`config.mk`:
```
export PLATFORM = sky130hd
export DESIGN_NAME = rrs_exec
export DESIGN_NICKNAME = d
export VERILOG_FILES = /design/src/core/rrs_pkg.sv /design/src/core/rrs_alu_if.sv /design/src/core/rrs_exec.sv /design/src/core/rrs_alu.sv
export SDC_FILE = /design/constraint.sdc
export NUM_CORES = 1
export LEC_CHECK = 0
export BUFFER_PORTS_ARGS = -buffer_cell sky130_fd_sc_hd__buf_2
export CAP_MARGIN = 20
export CORE_UTILIZATION = 45
export DETAILED_ROUTE_END_ITERATION = 10
export GPL_ROUTABILITY_DRIVEN = 0
export PLACE_DENSITY = 0.73
export SYNTH_ARGS = -nofsm -noshare
export SYNTH_HDL_FRONTEND = slang
export SYNTH_SLANG_ARGS = --single-unit
```
`constraint.sdc`:
```
create_clock -name i_clk -period 2.35 [get_ports i_clk]
set_clock_uncertainty 0.05 [all_clocks]
set_input_delay 0.1175 -clock i_clk [delete_from_list [all_inputs] [get_ports i_clk]]
set_output_delay 0.1175 -clock i_clk [all_outputs]
set_load 0.05 [all_outputs]
```
`src/core/rrs_pkg.sv`:
```
// Shared constants and types for the return/rotate/subtract datapath
package rrs_pkg;

    // ********************************************
    // Widths and field positions
    // ********************************************
    localparam int RRS_DATA_W = 8;
    localparam int RRS_ADDR_W = 7;
    localparam int RRS_PC_W_DEF = 15;
    localparam int RRS_PC_W_MAX = 16;
    localparam int RRS_MSB_POS = 7;
    localparam int RRS_NIB_MSB = 3;

    // ********************************************
    // Reset values
    // ********************************************
    localparam logic [7:0] RRS_W_RST = 8'h00;
    localparam logic RRS_FLAG_RST = 1'h0;

    // ********************************************
    // Cycle counts per instruction
    // ********************************************
    localparam int RRS_RET_CYCLES = 2;
    localparam int RRS_ROT_CYCLES = 1;
    localparam int RRS_SUB_CYCLES = 1;

    // ********************************************
    // Operations and sequencer states
    // ********************************************
    typedef enum logic [1:0] {
        return_with_literal_op,
        rotate_left_carry_op,
        rotate_right_carry_op,
        subtract_from_literal_op
    } rrs_op_type;

    typedef enum logic {
        st_idle,
        st_flush
    } rrs_state_type;

endpackage

```
`src/core/rrs_alu_if.sv`:
```
// Connection between the sequencer and the arithmetic unit
`timescale 1ns/1ps
`default_nettype none

interface rrs_alu_if;
    import rrs_pkg::*;

    // Operands
    rrs_op_type op;
    logic [7:0] opnd;
    logic [7:0] w_val;
    logic carry_in;
    // Results
    logic [7:0] result;
    logic carry_out;
    logic nib_out;
    logic zero_out;

    modport seq (output op, opnd, w_val, carry_in,
                 input result, carry_out, nib_out, zero_out);
    modport alu (input op, opnd, w_val, carry_in,
                 output result, carry_out, nib_out, zero_out);
endinterface

`default_nettype wire

```
`src/core/rrs_exec.sv`:
```
// Execution datapath for return-literal, rotates and subtract-literal
`timescale 1ns/1ps
`default_nettype none

module rrs_exec
    import rrs_pkg::*;
#(
    parameter int PC_W = RRS_PC_W_DEF
) (
    // Clock and reset
    input wire logic i_clk,
    input wire logic i_rstn,
    // Instruction issue
    input wire logic i_op_valid,
    input wire rrs_op_type i_op,
    input wire logic [7:0] i_literal,
    input wire logic [6:0] i_file_addr,
    input wire logic i_dest,
    output logic o_ready,
    output logic o_done,
    // File register access
    input wire logic [7:0] i_file_rdata,
    output logic o_file_we,
    output logic [6:0] o_file_addr,
    output logic [7:0] o_file_wdata,
    // Stack and program counter
    input wire logic [PC_W-1:0] i_stack_top,
    output logic o_stack_pop,
    output logic [PC_W-1:0] o_pc,
    // Core state
    output logic [7:0] o_w,
    output logic o_carry,
    output logic o_nibble_carry,
    output logic o_zero
);

    // ********************************************
    // Parameter check
    // ********************************************
    if (PC_W < 1 || PC_W > RRS_PC_W_MAX) begin : g_bad_pc
        $error("rrs_exec: PC_W out of range");
    end

    // ********************************************
    // Reset release
    // ********************************************
    logic rst_meta_r;
    logic rst_n_r;

    // Assert at once, release after two edges
    always_ff @(posedge i_clk or negedge i_rstn) begin
        if (!i_rstn) begin
            rst_meta_r <= 1'b0;
            rst_n_r <= 1'b0;
        end else begin
            rst_meta_r <= 1'b1;
            rst_n_r <= rst_meta_r;
        end
    end

    // ********************************************
    // Declarations
    // ********************************************
    rrs_state_type state_r;
    rrs_state_type state_nxt;
    logic [7:0] w_r;
    logic [7:0] w_nxt;
    logic carry_r;
    logic carry_nxt;
    logic nib_r;
    logic nib_nxt;
    logic zero_r;
    logic zero_nxt;
    logic [PC_W-1:0] pc_r;
    logic [PC_W-1:0] pc_nxt;
    logic pop_r;
    logic pop_nxt;
    logic done_r;
    logic done_nxt;
    logic fwe_r;
    logic fwe_nxt;
    logic [6:0] fadr_r;
    logic [6:0] fadr_nxt;
    logic [7:0] fwd_r;
    logic [7:0] fwd_nxt;
    logic accept;
    logic is_rot;

    rrs_alu_if alu_bus ();

    // ********************************************
    // Arithmetic unit
    // ********************************************
    rrs_alu u_alu (
        .bus (alu_bus.alu)
    );

    // Rotates work on the file register, the rest on the literal
    assign is_rot = (i_op == rotate_left_carry_op) || (i_op == rotate_right_carry_op);
    assign alu_bus.op = i_op;
    assign alu_bus.opnd = is_rot ? i_file_rdata : i_literal;
    assign alu_bus.w_val = w_r;
    assign alu_bus.carry_in = carry_r;

    // ********************************************
    // Issue handshake
    // ********************************************
    // Held off during reset and during the return flush cycle
    assign o_ready = rst_n_r && (state_r == st_idle);
    assign accept = i_op_valid && o_ready;

    // ********************************************
    // Sequencer
    // ********************************************
    // Return needs a second cycle to refill after the jump
    always_comb begin
        state_nxt = state_r;
        case (state_r)
            st_idle: begin
                if (accept && i_op == return_with_literal_op) begin
                    state_nxt = st_flush;
                end
            end
            st_flush: begin
                state_nxt = st_idle;
            end
            default: begin
                state_nxt = st_idle;
            end
        endcase
    end

    always_ff @(posedge i_clk or negedge rst_n_r) begin
        if (!rst_n_r) begin
            state_r <= st_idle;
        end else begin
            state_r <= state_nxt;
        end
    end

    // ********************************************
    // Datapath next state
    // ********************************************
    // W, flags, pc and file address and data hold unless the accepted operation says otherwise; pop, file write and done are one-cycle pulses
    always_comb begin
        w_nxt = w_r;
        carry_nxt = carry_r;
        nib_nxt = nib_r;
        zero_nxt = zero_r;
        pc_nxt = pc_r;
        pop_nxt = 1'b0;
        fwe_nxt = 1'b0;
        fadr_nxt = fadr_r;
        fwd_nxt = fwd_r;
        done_nxt = (state_r == st_flush);
        if (accept) begin
            case (i_op)
                return_with_literal_op: begin
                    w_nxt = alu_bus.result;
                    pc_nxt = i_stack_top;
                    pop_nxt = 1'b1;
                end
                rotate_left_carry_op, rotate_right_carry_op: begin
                    carry_nxt = alu_bus.carry_out;
                    done_nxt = 1'b1;
                    if (i_dest) begin
                        fwe_nxt = 1'b1;
                        fadr_nxt = i_file_addr;
                        fwd_nxt = alu_bus.result;
                    end else begin
                        w_nxt = alu_bus.result;
                    end
                end
                subtract_from_literal_op: begin
                    w_nxt = alu_bus.result;
                    carry_nxt = alu_bus.carry_out;
                    nib_nxt = alu_bus.nib_out;
                    zero_nxt = alu_bus.zero_out;
                    done_nxt = 1'b1;
                end
                default: begin
                    done_nxt = 1'b0;
                end
            endcase
        end
    end

    // ********************************************
    // Datapath registers
    // ********************************************
    always_ff @(posedge i_clk or negedge rst_n_r) begin
        if (!rst_n_r) begin
            w_r <= RRS_W_RST;
            carry_r <= RRS_FLAG_RST;
            nib_r <= RRS_FLAG_RST;
            zero_r <= RRS_FLAG_RST;
            pc_r <= '0;
            pop_r <= 1'b0;
            fwe_r <= 1'b0;
            fadr_r <= 7'h00;
            fwd_r <= 8'h00;
            done_r <= 1'b0;
        end else begin
            w_r <= w_nxt;
            carry_r <= carry_nxt;
            nib_r <= nib_nxt;
            zero_r <= zero_nxt;
            pc_r <= pc_nxt;
            pop_r <= pop_nxt;
            fwe_r <= fwe_nxt;
            fadr_r <= fadr_nxt;
            fwd_r <= fwd_nxt;
            done_r <= done_nxt;
        end
    end

    // Outputs straight from flops
    assign o_w = w_r;
    assign o_carry = carry_r;
    assign o_nibble_carry = nib_r;
    assign o_zero = zero_r;
    assign o_pc = pc_r;
    assign o_stack_pop = pop_r;
    assign o_file_we = fwe_r;
    assign o_file_addr = fadr_r;
    assign o_file_wdata = fwd_r;
    assign o_done = done_r;

    // ********************************************
    // Checks
    // ********************************************
    ret_w_load_a: assert property (
        @(posedge i_clk) disable iff (!rst_n_r)
        accept && i_op == return_with_literal_op |=>
        w_r == $past(i_literal) && $stable(carry_r)
        && $stable(nib_r) && $stable(zero_r))
        else $error("return did not load literal or moved a flag");

    ret_pop_pc_a: assert property (
        @(posedge i_clk) disable iff (!rst_n_r)
        accept && i_op == return_with_literal_op |=>
        o_stack_pop && o_pc == $past(i_stack_top) ##1 !o_stack_pop)
        else $error("return did not pop stack into pc once");

    ret_two_cycle_a: assert property (
        @(posedge i_clk) disable iff (!rst_n_r)
        accept && i_op == return_with_literal_op |=>
        (!o_ready && !o_done) ##1 (o_ready && o_done))
        else $error("return not two cycles");

    rotl_carry_a: assert property (
        @(posedge i_clk) disable iff (!rst_n_r)
        accept && i_op == rotate_left_carry_op |=>
        o_done && o_ready && carry_r == $past(i_file_rdata[7])
        && $stable(zero_r) && $stable(nib_r))
        else $error("left rotate carry or timing wrong");

    rotl_dest_a: assert property (
        @(posedge i_clk) disable iff (!rst_n_r)
        accept && i_op == rotate_left_carry_op |=>
        ($past(i_dest) ? (o_file_we && $stable(w_r)
        && o_file_wdata == {$past(i_file_rdata[6:0]), $past(carry_r)})
        : (!o_file_we
        && w_r == {$past(i_file_rdata[6:0]), $past(carry_r)})))
        else $error("left rotate destination wrong");

    rotr_dest_a: assert property (
        @(posedge i_clk) disable iff (!rst_n_r)
        accept && i_op == rotate_right_carry_op |=>
        ($past(i_dest) ? (o_file_we && $stable(w_r)
        && o_file_wdata == {$past(carry_r), $past(i_file_rdata[7:1])})
        : (!o_file_we
        && w_r == {$past(carry_r), $past(i_file_rdata[7:1])})))
        else $error("right rotate destination wrong");

    rot_addr_a: assert property (
        @(posedge i_clk) disable iff (!rst_n_r)
        accept && is_rot && i_dest |=>
        o_file_addr == $past(i_file_addr))
        else $error("rotate write address wrong");

    sub_result_a: assert property (
        @(posedge i_clk) disable iff (!rst_n_r)
        accept && i_op == subtract_from_literal_op |=>
        w_r == 8'($past(i_literal) - $past(w_r)) && o_done)
        else $error("subtract result wrong");

    sub_carry_a: assert property (
        @(posedge i_clk) disable iff (!rst_n_r)
        accept && i_op == subtract_from_literal_op |=>
        carry_r == ($past(w_r) <= $past(i_literal)))
        else $error("subtract carry wrong");

    sub_nibble_a: assert property (
        @(posedge i_clk) disable iff (!rst_n_r)
        accept && i_op == subtract_from_literal_op |=>
        nib_r == ($past(w_r[3:0]) <= $past(i_literal[3:0])))
        else $error("subtract nibble carry wrong");

    rotr_carry_a: assert property (
        @(posedge i_clk) disable iff (!rst_n_r)
        accept && i_op == rotate_right_carry_op |=>
        carry_r == $past(i_file_rdata[0]))
        else $error("right rotate carry wrong");

    sub_zero_a: assert property (
        @(posedge i_clk) disable iff (!rst_n_r)
        accept && i_op == subtract_from_literal_op |=>
        zero_r == ($past(i_literal) == $past(w_r)))
        else $error("subtract zero flag wrong");

    flag_quiet_a: assert property (
        @(posedge i_clk) disable iff (!rst_n_r)
        !accept |=> $stable(carry_r) && $stable(w_r) && !o_file_we)
        else $error("state moved with no instruction");

endmodule // rrs_exec

`default_nettype wire

```
`src/core/rrs_alu.sv`:
```
// Combinational rotate and subtract unit
`timescale 1ns/1ps
`default_nettype none

module rrs_alu
    import rrs_pkg::*;
(
    // Sequencer side
    rrs_alu_if.alu bus
);

    logic [8:0] diff;
    logic [4:0] ndiff;

    // ********************************************
    // Result and flag generation
    // ********************************************
    // Subtraction as opnd + ~w + 1 so carry means no borrow
    always_comb begin
        diff = {1'b0, bus.opnd} + {1'b0, ~bus.w_val} + 9'h001;
        ndiff = {1'b0, bus.opnd[RRS_NIB_MSB:0]}
              + {1'b0, ~bus.w_val[RRS_NIB_MSB:0]} + 5'h01;
        bus.result = bus.opnd;
        bus.carry_out = bus.carry_in;
        bus.nib_out = ndiff[4];
        case (bus.op)
            rotate_left_carry_op: begin
                bus.result = {bus.opnd[6:0], bus.carry_in};
                bus.carry_out = bus.opnd[RRS_MSB_POS];
            end
            rotate_right_carry_op: begin
                bus.result = {bus.carry_in, bus.opnd[7:1]};
                bus.carry_out = bus.opnd[0];
            end
            subtract_from_literal_op: begin
                bus.result = diff[7:0];
                bus.carry_out = diff[8];
            end
            default: begin
                bus.result = bus.opnd;
                bus.carry_out = bus.carry_in;
            end
        endcase
        bus.zero_out = (bus.result == 8'h00);
    end

endmodule // rrs_alu

`default_nettype wire

```
Word level (Yosys, flattened, before mapping)

Cells that the tools add are included.
Widths: inputs -> output; s select.

Mux-type cells: 14
Add/subtract/negate cells: 4
Bitwise logic cells: 3
Reductions and logical operators: 15
Eq/ne operators: 4

Operator list:

| operator            | number |
|---|---|
| $pmux 8 s3          | 1 |
| $mux 8              | 2 |
| $pmux 8 s2          | 1 |
| $add 8x8->9         | 1 |
| $add 9x1->9 const B | 1 |
| $logic_not 8->1     | 1 |
| $mux 1              | 8 |
| $not 8->8           | 1 |
| $reduce_and 2->1    | 3 |
| $reduce_and 3->1    | 2 |
| $add 4x4->5         | 1 |
| $add 5x1->5 const B | 1 |
| $eq 2x2->1 const B  | 2 |
| $not 4->4           | 1 |
| $reduce_or 2->1     | 2 |
| $logic_and 1x1->1   | 3 |
| $pmux 1 s3          | 1 |
| $reduce_bool 3->1   | 1 |
| $reduce_or 3->1     | 1 |
| $eq 2x1->1 const B  | 1 |
| $logic_not 2->1     | 1 |
| $ne 2x2->1 const B  | 1 |
| $pmux 1 s2          | 1 |
| $logic_or 1x1->1    | 1 |
| $not 1->1           | 1 |

Bits of input ports: 44
Register bits: 47
Logic and storage cells: 53

Depth between registers and ports, before layout

Gate-level depths: netlist of run 1.

Depth after elaboration: 8
Gate-level depth with buffers: 13
Gate-level depth less buffers: 12

Hierarchy

Synthesis of run 1 repeated with hierarchy kept, for this count alone.

Cell total of the unflattened synthesis: 182
Area, all modules: 2538.7 um^2

Modules (own cells, without submodules):

| module   | cells each | instances | area each (um^2) | seq. area each (um^2) |
|---|---|---|---|---|
| rrs_exec | 118        | 1         | 1939.4           | 1176.1 |
| rrs_alu  | 64         | 1         | 599.3            | 0.0 |

Worst setup path before layout of run 1

No wires, ideal clock.

Kind: register to register
Start point: register rst_n_r
End point: register fadr_r[1] (netlist: o_file_addr[1])
Clock period less this slack: 3629 ps
Buffers on the path: 2
Slack: -1279 ps
Required time: 2175 ps
Arrival time: 3455 ps
Cell stages (with the launch flop): 7
Cells stage by stage: dfrtp_1 -> nor2b_1 -> and2_1 -> and3_1 -> clkbuf_1 -> buf_2 -> mux2_2

Longest elaborated chain between the ends: 3

Ends and longest elaborated chain:

| element                           | line            | text |
|---|---|---|
| start: declaration                | rrs_exec.sv:48  | `logic rst_n_r;` |
| start signal: assignment          | rrs_exec.sv:57  | `rst_n_r <= rst_meta_r;` |
| $logic_and 1x1->1                 | rrs_exec.sv:109 | `assign o_ready = rst_n_r && (state_r == st_idle);` |
| net o_ready                       | rrs_exec.sv:19  | `output logic o_ready,` |
| $logic_and 1x1->1                 | rrs_exec.sv:110 | `assign accept = i_op_valid && o_ready;` |
| $reduce_and 3->1 (no source line) | --              |  |
| end signal: assignment            | rrs_exec.sv:211 | `fadr_r <= fadr_nxt;` |
| end: declaration                  | rrs_exec.sv:82  | `logic [6:0] fadr_r;` |

The timed path passes the listed nets, and every way through them passes these cells.
A chain may end at the register's enable or synchronous reset.

Worst setup path after layout of run 1

Start point: input port i_op[1]
End point: register zero_r (netlist: o_zero)

Longest elaborated chain between the ends: 7
Elaborated cells between the ends (all ways): 10
Classes of those cells: 2 x add/sub; 3 x eq/ne; 2 x mux; 3 x reduce/logical

Ends and longest elaborated chain:

| element                                  | line                          | text |
|---|---|---|
| start: declaration                       | rrs_exec.sv:15                | `input wire rrs_op_type i_op,` |
| $eq 2x1->1 or $eq 2x2->1 (tied branches) | rrs_exec.sv:99, rrs_alu.sv:26 |  |
| $logic_or 1x1->1                         | rrs_exec.sv:99                | `assign is_rot = (i_op == rotate_left_carry_op) \|\| (i_op == rotate_right_carry_op);` |
| $mux 8                                   | rrs_exec.sv:101               | `assign alu_bus.opnd = is_rot ? i_file_rdata : i_literal;` |
| $add 8x8->9                              | rrs_alu.sv:20                 | `diff = {1'b0, bus.opnd} + {1'b0, ~bus.w_val} + 9'h001;` |
| $add 9x1->9                              | rrs_alu.sv:20                 |  |
| $pmux 8 s3                               | rrs_alu.sv:26                 | `case (bus.op)` |
| $logic_not 8->1                          | rrs_alu.sv:44                 | `bus.zero_out = (bus.result == 8'h00);` |
| end signal: assignment                   | rrs_exec.sv:207               | `zero_r <= zero_nxt;` |
| end: declaration                         | rrs_exec.sv:72                | `logic zero_r;` |

Several ways; a longest one is shown, not always the timed one.

==> results of run 1 <==
worst max-delay path, cell delays in order:
cell	delay, ns
buf_8	0.10
inv_12	0.03
ha_4	0.29
buf_4	0.15
mux2_2	0.37
ha_4	0.23
a21o_1	0.20
a31o_2	0.27
o211a_1	0.23
nor3_2	0.24
a211o_1	0.15
o31ai_2	0.07
layout make-up:
class | instances | area (µm²) | share of cell area (%)
Inverter | 15 | 76.3 | 2.05
Timing Repair Buffer | 141 | 912 | 24.5
Tap cell | 70 | 87.6 | 2.35
Multi-Input combinational cell | 145 | 1380 | 37.0
Clock buffer | 5 | 68.8 | 1.85
Clock inverter | 3 | 18.8 | 0.504
Sequential cell | 47 | 1180 | 31.7
flip-flops by register name, summed over array words and instances, names as in the netlist:
| register | cells |
|---|---|
| o_file_addr | 7 |
| o_stack_pop | 1 |
| o_file_we | 1 |
| rst_meta_r | 1 |
| o_carry | 1 |
| rst_n_r | 1 |
| o_done | 1 |
| o_w | 8 |
| o_pc | 15 |
| o_file_wdata | 8 |
| o_nibble_carry | 1 |
| state_r | 1 |
| o_zero | 1 |
cell usage after synthesis, types with 2 or more instances:
cell type  number  area (µm²)
a21oi_1        10        50.1
dfrtp_1        47        1180
clkbuf_1        6        22.5
o21ai_0         4        20.0
or2_2           2        12.5
o22ai_1         2        12.5
nor2b_1         2        12.5
a21o_1          5        37.5
mux2_2         43         484
a22oi_1         2        15.0
nor3_1          3        15.0
inv_1          14        52.6
a221oi_1        3        26.3
and3_1          5        31.3
nand2_1        11        41.3
nand3_1         3        15.0
a221o_1         3        30.0
nor2_1          7        26.3
a31oi_1         2        12.5
o22a_1          2        17.5
nand3b_1        2        15.0
ha_1           14         175
o21a_1          2        15.0
cells by family after synthesis:
| kind of cell | Yosys count |
|---|---|
| fa+ha+maj | 15 |
| mux | 45 |
| buf+inv | 24 |
| xor+xnor | 1 |
| simple gates | 41 |
| other cells | 1 |
| flops | 47 |
| compound gates | 42 |
worst min path at each step:
stage	from	depth (start not counted)	to	slack (ns)
3_5_place_dp	i_rstn	1	rst_meta_r	-0.14
6_report	i_op_valid	2	state_r	0.04
4_1_cts	i_op_valid	2	state_r	0.03
2_1_floorplan	i_rstn	0	rst_meta_r	-0.23
3_3_place_gp	i_rstn	1	rst_meta_r	-0.15
5_1_grt	i_op_valid	2	state_r	0.06
power breakdown:
| part | leakage [nW] | internal [mW] | switching (mW) |
|---|---|---|---|
| clock network | 0.0483 | 0.210 | 0.281 |
| registers | 0.573 | 1.02 | 0.129 |
| logic | 1.21 | 0.753 | 1.35 |
layer usage:
metal | track usage, % | part of all wire, % | routed length [µm]
met1 | 26.3 | 40 | 2590
met2 | 40.1 | 52 | 3350
met3 | 5.15 | 7.0 | 447
met4 | 6.15 | 0.54 | 35
met5 | 0 | 0 | 0
stage by stage:
step,std cells,cell area [µm²],setup slack [ns]
finish,426,3720,0.0344
floorplan,216,2660,-0.0685
global route,426,3720,-0.0386
global placement,392,3330,-0.273
detailed placement,392,3330,-0.404
CTS,426,3690,-0.00492
timing repair:
| action | 4_1_cts | 5_1_grt |
|---|---|---|
| endpoints found under the hold margin | 24 | 0 |
| endpoints found under the setup margin | 1 | 1 |
| resized for setup | 5 | 7 |
| buffers inserted | 3 | 0 |
| hold buffers | 23 | 0 |
| pin swaps | 6 | 7 |
| gates cloned | 0 | 0 |
==> impl_table.tex, run 1 <==
\begin{tabular}{lr}
\hline
Metric & Value \\
\hline
\multicolumn{2}{l}{\textbf{Routing}} \\
Remaining antenna violation count after routing & 0 \\
Average vias per placed instance & between 5 and 6 \\
Routed wire length & 6430 µm \\
DRC violation count after routing & 0 \\
Starting DRC count in detailed routing & 135 \\
Count of TritonRoute iterations in the first routing pass & 4 \\
Total vias in the final route & 2235 \\
Routed wirelength normalized by instance count & 15.1 µm \\
\multicolumn{2}{l}{\textbf{Outcome}} \\
Run status & finished clean \\
\multicolumn{2}{l}{\textbf{Setup path}} \\
Worst Setup SP & i\_op[1] \\
Flop-to-flop setup slack & 0.08 ns \\
Beginning of the worst register-to-register path & o\_w[0] \\
Reg-to-Reg End & o\_zero \\
Kind of critical path & in -> reg \\
Reg2Reg Depth & 10 \\
Data arrival time of the worst path & 2.46 ns \\
Worst Setup Start Kind & input pin \\
Crit path to & o\_zero \\
Required time of the worst setup path & about 2.5 ns \\
Type of element capturing the critical path & flop \\
Maximum net fanout on the critical path & 4 \\
\multicolumn{2}{l}{\textbf{Placed design}} \\
DP HPWL & 4460 µm \\
Number of port buffers & 88 \\
\multicolumn{2}{l}{\textbf{Yosys}} \\
Flip-flop and latch count after synthesis & 47 \\
Number of standard cells after synthesis & 216 \\
Multiplexer share of the synthesized area & 20.3\% \\
Fraction of registers with async set or reset after synthesis & 100\% \\
Synth Area in Compound Gates & 12.0\% \\
Yosys synthesis warning count & 0 \\
Sequential fraction of the synthesis area & 46.9\% \\
Dominant combinational cell family by area after synthesis & multiplexers \\
Prevailing post-synth register cell & dfrtp\_1 \\
Post-synthesis average cell area & 11.6 µm² \\
XOR/XNOR share of the synthesized area & 0.349\% \\
Adder-cell share of the synthesized area & 7.79\% \\
Simple logic cell fraction of the synthesized area & approximately 8.5\% \\
Number of library cell types mapped by synthesis & 45 \\
Syn\_nets & about 280 \\
Post-synthesis cell area & 2510 µm² \\
Number of enable-type register cells in the synthesized netlist & 0 \\
\multicolumn{2}{l}{\textbf{Floorplanning}} \\
Die Ht & roughly 77 µm \\
Core box area & about 5200 µm² \\
Die Width & 76.6 µm \\
Floorplan die area & 5870 µm² \\
Starting density of the core & between 40 and 50\% \\
Number of I/O pins & 89 \\
Rows & 26 \\
\multicolumn{2}{l}{\textbf{Layout}} \\
Area grow syn2layout & 48.5\% \\
Final antenna diode count & 0 \\
Layout filler cell count & 399 \\
Commonest non-fill, non-tap cell in the layout & buf\_2 \\
Post-layout util & between 70\% and 80\% \\
Most frequent cells in the layout & buf\_2, dfrtp\_1, mux2\_2, buf\_4, dlygate4sd3\_1 \\
Share of cells above drive strength 1 & 55.9\% \\
Number of nets in the finished design & 414 \\
\multicolumn{2}{l}{\textbf{Clocking}} \\
TritonCTS clock tree & done \\
Clock insertion delay at the later pin of the skew report & 0.30 ns \\
Deepest clock path buffer count & 2 \\
Number of H-tree branching levels & 2 \\
CTS Root Buffer Type & clkbuf\_8 \\
Clock transition at the registers of the reported paths & about 0.09 ns \\
Number of clock sinks & 47 \\
Total CTS buffers & 5 \\
\multicolumn{2}{l}{\textbf{STA}} \\
Min Hold Slack & 0.0354 ns \\
Endpoints failing setup & 0 \\
Fmax & around 430 MHz \\
Fin. Hold Viols & 0 \\
Number of pins exceeding their max-slew limit in the final report & 0 \\
Transition time at the pin with the least slew margin & 0.688 ns \\
Final critical-path required period & 2.32 ns \\
Sum Neg Setup Slack & 0 ns \\
Share of the clock period used by the worst path & 98.5\% \\
Max-slew headroom & 54.1\% \\
Setup repair after global routing missed its margin & yes \\
\multicolumn{2}{l}{\textbf{Power}} \\
PnR Total Power & 3.74 mW \\
Power Density & 1010 nW/µm² \\
IR Drop Worst-Case VDD & 633 µV \\
Leakage power of the design & 1.83 nW \\
\multicolumn{2}{l}{\textbf{GRT}} \\
Vias in the first global route & roughly 2200 \\
Maximum number of pins on one net before global-route repair & 46 \\
Sum of overflow across all layers after global routing & 0 \\
Initial antenna violation count & 0 \\
Total global routing track utilization & $\sim$22\% \\
Global-route wire length before repair & roughly 10000 µm \\
\multicolumn{2}{l}{\textbf{Min path}} \\
Hold/Removal Path Class & in -> reg \\
\multicolumn{2}{l}{\textbf{Job}} \\
Max-cap violations & 0 \\
\hline
\end{tabular}
No activity file was read; power rests on OpenSTA's default activity.
==> run 2, diff against run 1 <==
CORE_ASPECT_RATIO = 0.6   (was not set)
==> impl_table.tex, run 2 (synthesis results as in run 1) <==
\begin{tabular}{lr}
\hline
Metric & Value \\
\hline
\multicolumn{2}{l}{\textbf{Layout}} \\
Commonest non-fill, non-tap cell in the layout & buf\_2 \\
Most frequent cells in the layout & buf\_2, dfrtp\_1, mux2\_2, buf\_4, dlygate4sd3\_1 \\
Register area & between 1000 and 1500 µm² \\
Post-layout util & 71.7\% \\
Layout filler cell count & 400 \\
Final antenna diode count & 0 \\
Final cell area excluding filler cells & 3730 µm² \\
Share of cells above drive strength 1 & 56.6\% \\
Non-filler instance count after layout & 421 \\
Number of nets in the finished design & 413 \\
Flip-flop count of the largest register, all copies and words added & 15 \\
Area grow syn2layout & 49.0\% \\
Multi-input combinational cell area & 1380 µm² \\
\multicolumn{2}{l}{\textbf{Floorplanning}} \\
Starting density of the core & between 40\% and 50\% \\
Floorplan die area & 5880 µm² \\
Number of I/O pins & 89 \\
Rows & 20 \\
Die Width & $\sim$98 µm \\
Die Ht & 59.8 µm \\
Core box area & 5200 µm² \\
\multicolumn{2}{l}{\textbf{Clocking}} \\
Clock insertion delay at the later pin of the skew report & 0.30 ns \\
Deepest clock path buffer count & 2 \\
Clock transition at the registers of the reported paths & around 0.090 ns \\
Number of H-tree branching levels & 2 \\
Number of clock sinks & between 40 and 50 \\
Total CTS buffers & 5 \\
CTS Root Buffer Type & clkbuf\_8 \\
TritonCTS clock tree & done \\
\multicolumn{2}{l}{\textbf{STA}} \\
Transition time at the pin with the least slew margin & 0.675 ns \\
Setup repair after global routing missed its margin & yes \\
Fin. Hold Viols & 0 \\
Number of pins exceeding their max-slew limit in the final report & 0 \\
Max-slew headroom & a little over half \\
Share of the clock period used by the worst path & 98.2\% \\
Fmax & 433 MHz \\
Sum Neg Setup Slack & 0 ns \\
Slack of the critical path & roughly 0.042 ns \\
Final critical-path required period & around 2.3 ns \\
Endpoints failing setup & 0 \\
Min Hold Slack & 0.00548 ns \\
\multicolumn{2}{l}{\textbf{Routing}} \\
Average vias per placed instance & 5.29 \\
Total vias in the final route & 2228 \\
Count of TritonRoute iterations in the first routing pass & 9 \\
Routed wire length & 6510 µm \\
Starting DRC count in detailed routing & 100 \\
Routed wirelength normalized by instance count & about 15 µm \\
Remaining antenna violation count after routing & 0 \\
DRC violation count after routing & 7 \\
\multicolumn{2}{l}{\textbf{Setup path}} \\
Required time of the worst setup path & 2.52 ns \\
Type of element capturing the critical path & flop \\
Maximum net fanout on the critical path & 4 \\
Worst Setup Start Kind & input pin \\
Kind of critical path & in -> reg \\
Data arrival time of the worst path & 2.48 ns \\
\multicolumn{2}{l}{\textbf{Power}} \\
PnR Total Power & 3.89 mW \\
IR Drop Worst-Case VDD & 720 µV \\
Power Density & 1040 nW/µm² \\
Leakage power of the design & 1.84 nW \\
\multicolumn{2}{l}{\textbf{Outcome}} \\
Violations in the final reports & design-rule violations \\
Run status & finished with violations \\
\multicolumn{2}{l}{\textbf{Job}} \\
Max-cap violations & 0 \\
\multicolumn{2}{l}{\textbf{GRT}} \\
Maximum number of pins on one net before global-route repair & 46 \\
Vias in the first global route & 2192 \\
Initial antenna violation count & 0 \\
Total global routing track utilization & 23.1\% \\
Global-route wire length before repair & between 10000 and 15000 µm \\
Sum of overflow across all layers after global routing & 0 \\
\multicolumn{2}{l}{\textbf{Placed design}} \\
Worst slack after detailed placement & -0.348 ns \\
DP HPWL & 4730 µm \\
Number of port buffers & between 80 and 90 \\
Post-DP Area & 3360 µm² \\
Placed Cells incl. Taps & 392 \\
\multicolumn{2}{l}{\textbf{Min path}} \\
Hold/Removal Path Class & in -> reg \\
\hline
\end{tabular}
## run 2: final cells by class
class	count	share of cell area, %
sequential	47	31.6
multi-input combinational	145	36.8
clock buffer	5	1.84
tap	66	2.21
clock inverter	3	1.24
inverter	15	2.04
timing repair buffer	140	24.2
## run 2: per-layer routing
layer	track usage (%)	routed length [µm]	up-vias
met5	0	0	-
met4	4.90	15	0
met3	5.61	458	2
met2	40.2	3060	91
met1	29.8	2980	1076
li1	-	-	1059
## run 2: power breakdown
part / internal (mW) / total [mW] / switching, mW
clock: 0.320 / 0.604 / 0.283
combinational: 0.772 / 2.15 / 1.38
sequential: 1.02 / 1.14 / 0.121
## run 2: worst paths after layout
| check | start | endpoint | slack (ns) | cells past startpoint |
|---|---|---|---|---|
| worst max-delay path | i_op[1] | o_zero | 0.04 | 13 |
| worst min-delay path | i_stack_top[3] | o_pc[3] | 0.005 | 2 |
| worst max register to register | o_w[0] | o_file_wdata[2] | 0.14 | 9 |
| worst min register to register | rst_meta_r | rst_n_r | 0.31 | 0 |
| max in group asynchronous | rst_n_r | o_file_wdata[1] | 1.49 | 1 |
| min in group asynchronous | i_rstn | rst_n_r | 0.07 | 2 |
## run 2: repair_timing
item | CTS | global route
pin swaps | 6 | 6
endpoints found under the setup margin | 1 | 3
gates resized for setup | 7 | 7
hold buffers | 18 | 0
setup buffers | 3 | 0
hold endpoints to repair | 19 | 0
## run 2: worst max-delay path, cell delays in order
cell and delay [ns]:
buf_12 0.09, inv_12 0.03, ha_4 0.30, buf_6 0.11
buf_4 0.12, mux2_4 0.33, ha_4 0.24, a21o_1 0.18
a31o_2 0.24, nor4_4 0.15, nor3_2 0.08, a211o_1 0.25
o31ai_2 0.24
==> run 3, diff against run 2 <==
PLACE_DENSITY = not set   (was 0.73)
PLACE_DENSITY_LB_ADDON = 0.3   (was not set)
==> impl_table.tex, run 3 (synthesis results as in run 1) <==
\begin{tabular}{lr}
\hline
Metric & Value \\
\hline
\multicolumn{2}{l}{\textbf{Power}} \\
Internal portion of total power & $\sim$2.1 mW \\
IR Drop Worst-Case VDD & 810 µV \\
Proportion of power drawn by combinational gates & 54.6\% \\
Sw power & 1.77 mW \\
Leakage power of the design & between 1.5 and 2 nW \\
Clock network fraction of design power & 15.8\% \\
Switch share & 45.8\% \\
Power Density & 1040 nW/µm² \\
PnR Total Power & 3.85 mW \\
Relative contribution of sequential cells to total power & slightly below 30\% \\
\multicolumn{2}{l}{\textbf{Setup path}} \\
Maximum net fanout on the critical path & 7 \\
Kind of critical path & in -> reg \\
Flop-to-flop setup slack & 0.16 ns \\
Data arrival time of the worst path & between 2 and 2.5 ns \\
Cell type group with the largest total delay on the critical path & compound AO/OA/AOI/OAI gates \\
Required time of the worst setup path & 2.51 ns \\
Worst Setup Start Kind & input pin \\
Type of element capturing the critical path & flop \\
Largest stage delay on the critical path & $\sim$0.37 ns \\
Reg2Reg Depth & 8 \\
Reg-to-Reg End & o\_zero \\
Beginning of the worst register-to-register path & o\_w[0] \\
Chain of cells forming the critical path & buf\_12 > inv\_12 > ha\_4 > buf\_4 > mux2\_2 > ha\_1 > nand4\_1 > a21oi\_1 > o211a\_1 > nor3\_2 > a211o\_1 > o31ai\_2 \\
Number of buffers and inverters on the critical path & 3 \\
Standard cell with the maximum stage delay on the critical path & ha\_1 \\
\multicolumn{2}{l}{\textbf{STA}} \\
Share of the clock period used by the worst path & a little over nine tenths \\
Endpoints failing setup & 0 \\
Max-slew headroom & 54.6\% \\
Number of pins exceeding their max-slew limit in the final report & 0 \\
Final critical-path required period & approximately 2.3 ns \\
Transition time at the pin with the least slew margin & 0.680 ns \\
Fmax & 430 MHz \\
Fin. Hold Viols & 0 \\
Setup repair after global routing missed its margin & yes \\
\multicolumn{2}{l}{\textbf{GRT}} \\
Global-route wire length before repair & just over 10000 µm \\
Maximum number of pins on one net before global-route repair & 46 \\
Vias in the first global route & 2160 \\
Total global routing track utilization & a little under a quarter \\
Sum of overflow across all layers after global routing & 0 \\
Initial antenna violation count & 0 \\
\multicolumn{2}{l}{\textbf{Routing}} \\
Met2 wire len & 2870 µm \\
Remaining antenna violation count after routing & 0 \\
Routed wirelength normalized by instance count & 15.2 µm \\
Average vias per placed instance & roughly 5.3 \\
Max Used Layer & met4 \\
Starting DRC count in detailed routing & between 150 and 200 \\
DRC violation count after routing & 2 \\
Met1 Routed Length & 2910 µm \\
Length of routed met3 wiring & between 500 and 600 µm \\
Count of TritonRoute iterations in the first routing pass & 10 \\
Routed wire length & 6410 µm \\
Total vias in the final route & 2228 \\
\multicolumn{2}{l}{\textbf{Layout}} \\
Commonest non-fill, non-tap cell in the layout & buf\_2 \\
Most frequent cells in the layout & buf\_2, dfrtp\_1, mux2\_2, buf\_4, dlygate4sd3\_1 \\
Number of nets in the finished design & 413 \\
Final antenna diode count & 0 \\
Non-filler instance count after layout & approximately 420 \\
Share of cells above drive strength 1 & 55.5\% \\
Area grow syn2layout & 48.0\% \\
Flip-flop count of the largest register, all copies and words added & 15 \\
\multicolumn{2}{l}{\textbf{Outcome}} \\
Violations in the final reports & design-rule violations \\
Run status & finished with violations \\
\multicolumn{2}{l}{\textbf{Job}} \\
Max-cap violations & 0 \\
\multicolumn{2}{l}{\textbf{Floorplanning}} \\
Die Width & 98.3 µm \\
Core box area & 5200 µm² \\
Die Ht & 59.8 µm \\
Floorplan die area & 5880 µm² \\
Rows & 20 \\
Number of I/O pins & 89 \\
Starting density of the core & 48.1\% \\
\multicolumn{2}{l}{\textbf{Clocking}} \\
TritonCTS clock tree & done \\
Deepest clock path buffer count & 2 \\
Clock insertion delay at the later pin of the skew report & a little under 0.3 ns \\
Total CTS buffers & 5 \\
Number of clock sinks & 47 \\
CTS Root Buffer Type & clkbuf\_8 \\
Number of H-tree branching levels & 2 \\
Clock transition at the registers of the reported paths & approximately 0.09 ns \\
\multicolumn{2}{l}{\textbf{Min path}} \\
Hold path cells & 2 \\
Hold\_sp & i\_stack\_top[8] \\
Hold/Removal Path Class & in -> reg \\
Hold path endpoint & o\_pc[8] \\
\multicolumn{2}{l}{\textbf{Placed design}} \\
Placed Cells incl. Taps & 391 \\
Number of port buffers & 88 \\
DP HPWL & 4610 µm \\
\hline
\end{tabular}
## run 3: cell type report
type | instances | area [µm²]
Multi-Input combinational cell | 145 | 1350
Inverter | 15 | 76.3
Fill cell | 376 | 1500
Timing Repair Buffer | 140 | 906
Tap cell | 66 | 82.6
Sequential cell | 47 | 1180
Clock buffer | 5 | 68.8
Clock inverter | 3 | 46.3
## run 3: through the flow
| step | TNS, ns | instance area, µm² | utilization [%] | setup WS (ns) | hold slack, ns |
|---|---|---|---|---|---|
| after floorplan | -0.104 | 2660 | - | -0.0685 | -0.228 |
| after global placement | -1.78 | 3350 | 64.4 | -0.237 | -0.140 |
| after detailed placement | -2.56 | 3350 | 64.4 | -0.333 | -0.138 |
| after CTS | 0 | 3670 | 70.6 | 0.0238 | 0.000695 |
| after global routing | -0.0596 | 3710 | 71.3 | -0.0596 | 0.00256 |
| final | 0 | 3710 | 71.3 | 0.0266 | 0.0101 |
## run 3: power groups by stage
stage | Clock [mW] | Combinational (mW) | Sequential, mW
3_5_place_dp | 0 | 2.03 | 1.16
3_3_place_gp | 0 | 2.00 | 1.15
6_report | 0.609 | 2.10 | 1.14
5_1_grt | 0.661 | 2.23 | 1.17
2_1_floorplan | 0 | 0.710 | 1.92
4_1_cts | 0.628 | 2.08 | 1.14
## run 3: worst max path at each step
stage	from	to	slack, ns	depth (start not counted)
after global placement	i_op[1]	o_zero	-0.24	12
after global routing	i_op[1]	o_zero	-0.06	13
final	i_op[1]	o_zero	0.03	12
after CTS	i_op[1]	o_zero	0.02	13
after floorplan	i_op[1]	o_zero	-0.07	13
after detailed placement	i_op[1]	o_zero	-0.33	12
## run 3: repair_timing
action | in CTS | in global routing
cloned | 0 | 0
resized for setup | 3 | 5
hold endpoints to repair | 21 | 0
setup endpoints to repair | 1 | 3
hold buffers | 20 | 0
pin swaps | 0 | 0
setup buffers | 0 | 2
## run 3: layer usage
metal,GRT usage [%],vias to the layer above
met5,0,-
met4,4.69,0
met3,6.08,9
met2,39.1,100
met1,30.0,1060
li1,-,1059
